## config.mk

```make
export PLATFORM = sky130hd
export DESIGN_NAME = iowfd_decoder
export DESIGN_NICKNAME = d
export VERILOG_FILES = /design/src/iowfd_pkg.sv /design/src/iowfd_cfg_regs.sv /design/src/iowfd_window_cmp.sv /design/src/iowfd_decoder.sv
export VERILOG_INCLUDE_DIRS = /design/src /design/src/src
export SDC_FILE = /design/constraint.sdc
export NUM_CORES = 1
export LEC_CHECK = 0
export BUFFER_PORTS_ARGS = -buffer_cell sky130_fd_sc_hd__clkbuf_2
export CAP_MARGIN = 20
export CELL_PAD_IN_SITES_DETAIL_PLACEMENT = 1
export CELL_PAD_IN_SITES_GLOBAL_PLACEMENT = 2
export CORE_ASPECT_RATIO = 1.5
export CORE_MARGIN = 10
export CORE_UTILIZATION = 34
export CTS_CLUSTER_DIAMETER = 40
export CTS_CLUSTER_SIZE = 24
export DETAILED_ROUTE_END_ITERATION = 7
export GPL_TIMING_DRIVEN = 0
export PLACE_DENSITY = 0.93
export SYNTH_ARGS = -nofsm -noshare
export SYNTH_HDL_FRONTEND = slang
export SYNTH_HIERARCHICAL = 1
export SYNTH_SLANG_ARGS = --single-unit
```

## constraint.sdc

```tcl
create_clock -name ref_clk -period 3.15 [get_ports ref_clk]
set_clock_uncertainty 0.2 [all_clocks]
set_input_delay 0.1575 -clock ref_clk [delete_from_list [all_inputs] [get_ports ref_clk]]
set_output_delay 0.1575 -clock ref_clk [all_outputs]
set_load 0.1 [all_outputs]
```

## src/iowfd_regs.svh

```systemverilog
// Offsets, field positions and reset values of the I/O window decoder
`ifndef IOWFD_REGS_SVH
`define IOWFD_REGS_SVH

// Configuration byte offsets
`define IOWFD_BASE_LOW_OFF 8'h1C
`define IOWFD_LIMIT_LOW_OFF 8'h1D
`define IOWFD_BASE_HIGH_OFF 8'h30
`define IOWFD_LIMIT_HIGH_OFF 8'h32

// Read-only low nibble of the 8-bit fields: 32-bit I/O addressing
`define IOWFD_ADDR32_CAP 4'h1

// Reset values of the writable fields (base 0000_0000h, limit 0000_0FFFh)
`define IOWFD_BASE_LOW_RST 4'h0
`define IOWFD_LIMIT_LOW_RST 4'h0
`define IOWFD_BASE_HIGH_RST 16'h0000
`define IOWFD_LIMIT_HIGH_RST 16'h0000

// Implied low twelve address bits of the window ends
`define IOWFD_BASE_FILL 12'h000
`define IOWFD_LIMIT_FILL 12'hFFF

// Legacy ISA filter: first 64 KB, top 768 bytes of each 1 KB block
`define IOWFD_ISA_REGION_HI 16'h0000
`define IOWFD_ISA_LOW_QUARTER 2'h0
`define IOWFD_ISA_BLK_MSB 9
`define IOWFD_ISA_BLK_LSB 8

`endif

```

## src/iowfd_pkg.sv

```systemverilog
// Types shared by the I/O window decoder files
package iowfd_pkg;

  // Configuration access from the configuration space logic
  typedef struct packed {
    logic wr;
    logic rd;
    logic [7:0] addr;
    logic [3:0] be;
    logic [31:0] wdata;
  } iowfd_cfg_req_t;

  // Read answer
  typedef struct packed {
    logic valid;
    logic [31:0] data;
  } iowfd_cfg_rsp_t;

  // One I/O transaction seen on a bus
  typedef struct packed {
    logic req;
    logic [31:0] addr;
  } iowfd_txn_t;

  // Full 32-bit window ends
  typedef struct packed {
    logic [31:0] base;
    logic [31:0] limit;
  } iowfd_win_t;

  // Writable window fields
  typedef struct packed {
    logic [3:0] base_low;
    logic [3:0] limit_low;
    logic [15:0] base_high;
    logic [15:0] limit_high;
  } iowfd_fields_t;

  // Register file state
  typedef struct packed {
    iowfd_fields_t f;
    iowfd_cfg_rsp_t rsp;
  } iowfd_cfg_state_t;

  // Forwarding decisions handed out
  typedef struct packed {
    logic down_fwd;
    logic [31:0] down_addr;
    logic up_fwd;
    logic [31:0] up_addr;
    logic pri_isa_refused;
    logic sec_ignored;
  } iowfd_fwd_state_t;

endpackage : iowfd_pkg

```

## src/iowfd_cfg_regs.sv

```systemverilog
// Window base and limit registers with their configuration read port
`timescale 1ns/1ns
`include "iowfd_regs.svh"

module iowfd_cfg_regs
  import iowfd_pkg::*;
(
  input wire logic ref_clk,
  input wire logic rstn,
  input wire logic clk_en,
  input iowfd_cfg_req_t cfg_req,
  output iowfd_cfg_rsp_t cfg_rsp,
  output iowfd_win_t win
);

  iowfd_cfg_state_t st;
  iowfd_cfg_state_t next_st;

  // Dword match of an access against a register offset
  function automatic logic hit(input logic [7:0] a, input logic [7:0] off);
    hit = (a[7:2] == off[7:2]);
  endfunction : hit

  // Byte lane enable of a register's byte within the dword
  function automatic logic lane(input logic [3:0] be, input logic [7:0] off);
    lane = be[off[1:0]];
  endfunction : lane

  // Writes by byte lane, reads answered one cycle later
  always_comb begin
    next_st = st;
    next_st.rsp.valid = 1'b0;
    if (cfg_req.wr) begin
      if (hit(cfg_req.addr, `IOWFD_BASE_LOW_OFF) && lane(cfg_req.be, `IOWFD_BASE_LOW_OFF)) begin
        next_st.f.base_low = cfg_req.wdata[7:4];
      end
      if (hit(cfg_req.addr, `IOWFD_LIMIT_LOW_OFF) && lane(cfg_req.be, `IOWFD_LIMIT_LOW_OFF)) begin
        next_st.f.limit_low = cfg_req.wdata[15:12];
      end
      if (hit(cfg_req.addr, `IOWFD_BASE_HIGH_OFF)) begin
        if (cfg_req.be[0]) begin
          next_st.f.base_high[7:0] = cfg_req.wdata[7:0];
        end
        if (cfg_req.be[1]) begin
          next_st.f.base_high[15:8] = cfg_req.wdata[15:8];
        end
      end
      if (hit(cfg_req.addr, `IOWFD_LIMIT_HIGH_OFF)) begin
        if (cfg_req.be[2]) begin
          next_st.f.limit_high[7:0] = cfg_req.wdata[23:16];
        end
        if (cfg_req.be[3]) begin
          next_st.f.limit_high[15:8] = cfg_req.wdata[31:24];
        end
      end
    end
    if (cfg_req.rd) begin
      next_st.rsp.valid = 1'b1;
      next_st.rsp.data = 32'h0000_0000;
      if (hit(cfg_req.addr, `IOWFD_BASE_LOW_OFF)) begin
        next_st.rsp.data[7:0] = {st.f.base_low, `IOWFD_ADDR32_CAP};
        next_st.rsp.data[15:8] = {st.f.limit_low, `IOWFD_ADDR32_CAP};
      end
      if (hit(cfg_req.addr, `IOWFD_BASE_HIGH_OFF)) begin
        next_st.rsp.data = {st.f.limit_high, st.f.base_high};
      end
    end
  end

  // State register, frozen while the clock enable is low
  always_ff @(posedge ref_clk or negedge rstn) begin
    if (!rstn) begin
      st.f.base_low <= `IOWFD_BASE_LOW_RST;
      st.f.limit_low <= `IOWFD_LIMIT_LOW_RST;
      st.f.base_high <= `IOWFD_BASE_HIGH_RST;
      st.f.limit_high <= `IOWFD_LIMIT_HIGH_RST;
      st.rsp <= '0;
    end else if (clk_en) begin
      st <= next_st;
    end
  end

  // Full window ends with implied low bits
  assign win.base = {st.f.base_high, st.f.base_low, `IOWFD_BASE_FILL};
  assign win.limit = {st.f.limit_high, st.f.limit_low, `IOWFD_LIMIT_FILL};
  assign cfg_rsp = st.rsp;

endmodule : iowfd_cfg_regs

```

## src/iowfd_window_cmp.sv

```systemverilog
// Window and legacy ISA address match for one address
`timescale 1ns/1ns
`include "iowfd_regs.svh"

module iowfd_window_cmp
  import iowfd_pkg::*;
(
  input iowfd_win_t win,
  input wire logic isa_enable,
  input wire logic [31:0] addr,
  output logic down_sel,
  output logic isa_refused
);

  logic in_win;
  logic low_64k;
  logic top_768;

  // Inclusive compare; base above limit never matches
  assign in_win = (addr >= win.base) && (addr <= win.limit);
  assign low_64k = (addr[31:16] == `IOWFD_ISA_REGION_HI);
  assign top_768 = (addr[`IOWFD_ISA_BLK_MSB:`IOWFD_ISA_BLK_LSB] != `IOWFD_ISA_LOW_QUARTER);

  // ISA filter only inside the window and below 64 KB
  assign isa_refused = isa_enable && in_win && low_64k && top_768;
  assign down_sel = in_win && !isa_refused;

endmodule : iowfd_window_cmp

```

## src/iowfd_decoder.sv

```systemverilog
// I/O forwarding decoder of a two-bus bridge
`timescale 1ns/1ns
`include "iowfd_regs.svh"

// Summary of operation
// - Upstream I/O in window goes down; downstream I/O outside window goes up.
// - With I/O enable clear, upstream I/O is ignored.
// - With master enable clear, downstream I/O is ignored.
// - Base above limit disables the window; all downstream I/O goes up.
// - Window has 4 KB granularity; base low bits 000h, limit low bits FFFh.
// - Base-low upper nibble holds base bits 15:12; lower nibble reads 1h.
// - Base-high holds base bits 31:16, fully writable.
// - Limit-low nibble gives bits 15:12, reads 1h low; limit-high gives 31:16.
// - Reset gives window 0000_0000h to 0000_0FFFh.
// - ISA enable matters only in window and below 64 KB.
// - ISA mode forwards down only the bottom 256 bytes per 1 KB block below 64 KB.
// - ISA mode sends top 768 bytes per 1 KB below 64 KB upstream.
// - Above 64 KB, plain window decoding regardless of ISA enable.
// - Addresses pass untranslated; whatever is not sent down may go up.
module iowfd_decoder
  import iowfd_pkg::*;
(
  input wire logic ref_clk,
  input wire logic rstn,
  input wire logic clk_en,
  input iowfd_cfg_req_t cfg_req,
  output iowfd_cfg_rsp_t cfg_rsp,
  input wire logic io_enable,
  input wire logic master_enable,
  input wire logic isa_enable,
  input iowfd_txn_t pri_txn,
  input iowfd_txn_t sec_txn,
  output logic down_fwd,
  output logic [31:0] down_addr,
  output logic up_fwd,
  output logic [31:0] up_addr,
  output logic pri_isa_refused,
  output logic sec_ignored
);

  iowfd_win_t win;
  iowfd_fwd_state_t st;
  iowfd_fwd_state_t next_st;
  logic [1:0] sel;
  logic [1:0] refused;
  logic [31:0] addrs [2];

  // Register file for the window
  iowfd_cfg_regs u_regs (
    .ref_clk(ref_clk),
    .rstn(rstn),
    .clk_en(clk_en),
    .cfg_req(cfg_req),
    .cfg_rsp(cfg_rsp),
    .win(win)
  );

  // One comparator per bus: index 0 primary, 1 secondary
  assign addrs[0] = pri_txn.addr;
  assign addrs[1] = sec_txn.addr;

  for (genvar i = 0; i < 2; i++) begin : g_cmp
    iowfd_window_cmp u_cmp (
      .win(win),
      .isa_enable(isa_enable),
      .addr(addrs[i]),
      .down_sel(sel[i]),
      .isa_refused(refused[i])
    );
  end

  // Forwarding decisions; software keeps config steady while busy
  always_comb begin
    next_st = st;
    next_st.down_fwd = 1'b0;
    next_st.up_fwd = 1'b0;
    next_st.pri_isa_refused = 1'b0;
    next_st.sec_ignored = 1'b0;
    if (pri_txn.req && io_enable) begin
      if (sel[0]) begin
        next_st.down_fwd = 1'b1;
        next_st.down_addr = pri_txn.addr;
      end
      next_st.pri_isa_refused = refused[0];
    end
    if (sec_txn.req) begin
      if (!master_enable) begin
        next_st.sec_ignored = 1'b1;
      end else if (!sel[1]) begin
        next_st.up_fwd = 1'b1;
        next_st.up_addr = sec_txn.addr;
      end
    end
  end

  // Decision register, frozen while the clock enable is low
  always_ff @(posedge ref_clk or negedge rstn) begin
    if (!rstn) begin
      st <= '0;
    end else if (clk_en) begin
      st <= next_st;
    end
  end

  // Outputs straight from the decision register
  assign down_fwd = st.down_fwd;
  assign down_addr = st.down_addr;
  assign up_fwd = st.up_fwd;
  assign up_addr = st.up_addr;
  assign pri_isa_refused = st.pri_isa_refused;
  assign sec_ignored = st.sec_ignored;

endmodule : iowfd_decoder

```

==> results by group <==
Die
  • Die width: 154 um
  • CORE AREA: 0.0266 mm^2
  • Initial core utilization: 34.6%
  • I/O Pins: 219
  • Die Y: 221 um
  • Die area: 0.0342 mm^2
  • Site Rows: 73

Timing
  • Fin crit period: 3.15 ns
  • RSZ-0062 raised after global routing: yes
  • Least-Margin Pin Slew: 0.629 ns
  • Slew headroom: 58.1%
  • Final worst path period share: 99.9%
  • Slew Limit Fails: 0
  • Setup ws final: 0.00174 ns
  • Fin. Hold Viols: 0
  • Fmax: 318 MHz
  • Setup violators final: 0
  • Worst hold margin: 0.0777 ns

Clock tree
  • Clk Tree Root Cell: clkbuf_16
  • Clock Latency Late Sink: 0.45 ns
  • Clock Sinks: 141
  • H-tree levels: 4
  • Cts bufs inserted: 17
  • Clock tree buffer depth: 2
  • Reg clk slew, reported paths: 0.07 ns
  • CTS tree: built

Critical path
  • Cell chain of the critical path: buf_6, inv_4, ha_4, a21o_1, a221o_1, a221oi_2, o21ai_1, a21oi_2, and3b_2, nand4b_4, buf_12, clkbuf_16, mux2_4
  • Critical setup path kind: flop to flop
  • Crit path arrival time: 3.28 ns
  • Crit-path slowest cell: dfrtp_2
  • CP max FO: 7
  • FF-to-FF setup slack: 0.002 ns
  • Critical R2R Launch: u_regs/win[57]$_DFFE_PN0P_
  • Worst path bufs/invs: 4
  • Required @ worst endpoint: 3.28 ns
  • R2r worst-path depth: 13
  • Setup crit end kind: flop
  • Crit path largest cell delay: 0.48 ns
  • Capturing point of the worst reg2reg path: up_addr[20]$_DFFE_PN0P_
  • CP startpoint kind: flop
  • CP delay by family, top: compound AO/OA/AOI/OAI gates

Synth
  • Syn_area_per_cell: 10.5 um^2
  • Yosys warning count: 6
  • Post-synthesis instance area: 0.00920 mm^2
  • Syn Inst Count: 875

Detailed routing
  • Drt first pass iters: 5
  • DRT antenna net count: 0
  • DR vias: 8164
  • DR vias/cell: 5.03
  • DRC Markers: 0
  • Routed wire per std cell: 22.3 um
  • Final wirelength: 36.2 mm
  • Initial DRC Count: 277

Global routing
  • First-pass GRT wire length: 52.4 mm
  • Largest net degree at the start of global routing: 73
  • GRT overflow: 0
  • Initial antenna violation count: 4
  • Vias in the first global route: 9097
  • GRT Overall Usage: 19.8%

Place
  • Detailed Place HPWL: 26.3 mm
  • Inst Count DP: 1451
  • GPL Wtd Cong: 0.854
  • DP Worst Slack: -0.201 ns
  • Port Buffers: 216
  • Area after DPL: 0.0108 mm^2

Job
  • Max-cap violations: 0

Run status
  • Status: completed

Finish
  • Final std cells w/o fill: 1622
  • Layout cells sized above 1: 36.5%
  • Layout Nets: 1513
  • Area growth from synthesis to layout: 43.3%
  • Final instance area: 0.0132 mm^2

Power and ir drop
  • Max IR drop VDD: 601 uV
  • Leak: 6.53 nW
  • Power Dens Cells: 571 mW/mm^2

Min path
  • HP Class: primary input to asynchronous set/reset pin
-- metal layers --
layer  vias up  wire length, um  global-route usage, %
li1       3832                -                      -
met1      4058            12600                   19.0
met2       205            20900                   38.9
met3        69             1300                   4.08
met4         0             1410                   8.71
met5         -                0                      0
-- worst max path at each step --
stage	cells after the start	start	slack, ns	endpoint
6_report	13	u_regs/win[57]$_DFFE_PN0P_	0.002	up_addr[20]$_DFFE_PN0P_
5_1_grt	13	u_regs/win[57]$_DFFE_PN0P_	-0.05	up_addr[7]$_DFFE_PN0P_
4_1_cts	11	u_regs/win[57]$_DFFE_PN0P_	-0.01	up_addr[10]$_DFFE_PN0P_
3_5_place_dp	11	u_regs/win[57]$_DFFE_PN0P_	-0.20	down_addr[7]$_DFFE_PN0P_
3_3_place_gp	1	rstn	-0.73	up_addr[0]$_DFFE_PN0P_
2_1_floorplan	11	u_regs/win[57]$_DFFE_PN0P_	0.33	up_addr[10]$_DFFE_PN0P_
-- placed cells by master, fill, tap and decap left out, types with 10 or more instances in the layout --
cell type and n:
dfrtp_1 134, clkbuf_2 214, o21ai_0 44, conb_1 24, dlygate4sd3_1 107, clkbuf_1 10, nand3_1 16, ha_1 120
nand4_1 24, mux2_4 38, inv_1 123, mux2_2 65, nor2_1 10, a21oi_1 38, clkbuf_16 23, a21o_1 20
buf_4 41, nand2_1 75
-- registers in the layout, summed over array words and instances, names as in the netlist --
name,flops
u_regs/win,40
u_regs/cfg_rsp,33
down_addr,32
up_addr,32
down_fwd,1
pri_isa_refused,1
sec_ignored,1
up_fwd,1
-- worst reg2reg max path: cells and delay by family, from the launching register on --
kind	cells	cell delay (ns)
simple gates	2	0.40
fa+ha+maj	1	0.19
mux	1	0.29
buf+inv	4	0.54
flops	1	0.48
compound gates	5	0.94
-- cell type report --
cell class	count	area [um^2]
clock inverters	12	183
clock buffers	20	467
flip-flops and latches	141	3540
repair buffers	351	2520
fillers	2945	13400
well taps	337	422
inverters	131	497
plain buffers	43	364
multi-input cells	582	5170
diodes	5	12.5
-- what timing repair did --
| item | 4_1_cts | 5_1_grt |
|---|---|---|
| hold endpoints to repair | 182 | 0 |
| pin swaps | 2 | 23 |
| resized for setup | 14 | 58 |
| setup endpoints to repair | 58 | 65 |
| setup buffers | 6 | 16 |
| hold buffers | 107 | 0 |
| gates cloned | 1 | 5 |
-- power breakdown --
part	switching [mW]	internal (mW)	total, mW
clock network	0.859	1.39	2.25
registers	0.172	2.05	2.23
logic	2.27	0.774	3.05
-- per-stage QoR --
step	util [%]	total power [mW]	TNS (ns)
after floorplan	-	4.43	0
after global placement	40.6	5.00	-109.43
after detailed placement	40.7	5.09	-9.77
after CTS	47.6	7.47	-0.139
after global routing	49.6	7.82	-1.26
final	49.6	7.53	0
(Power assumes the default switching activity.)
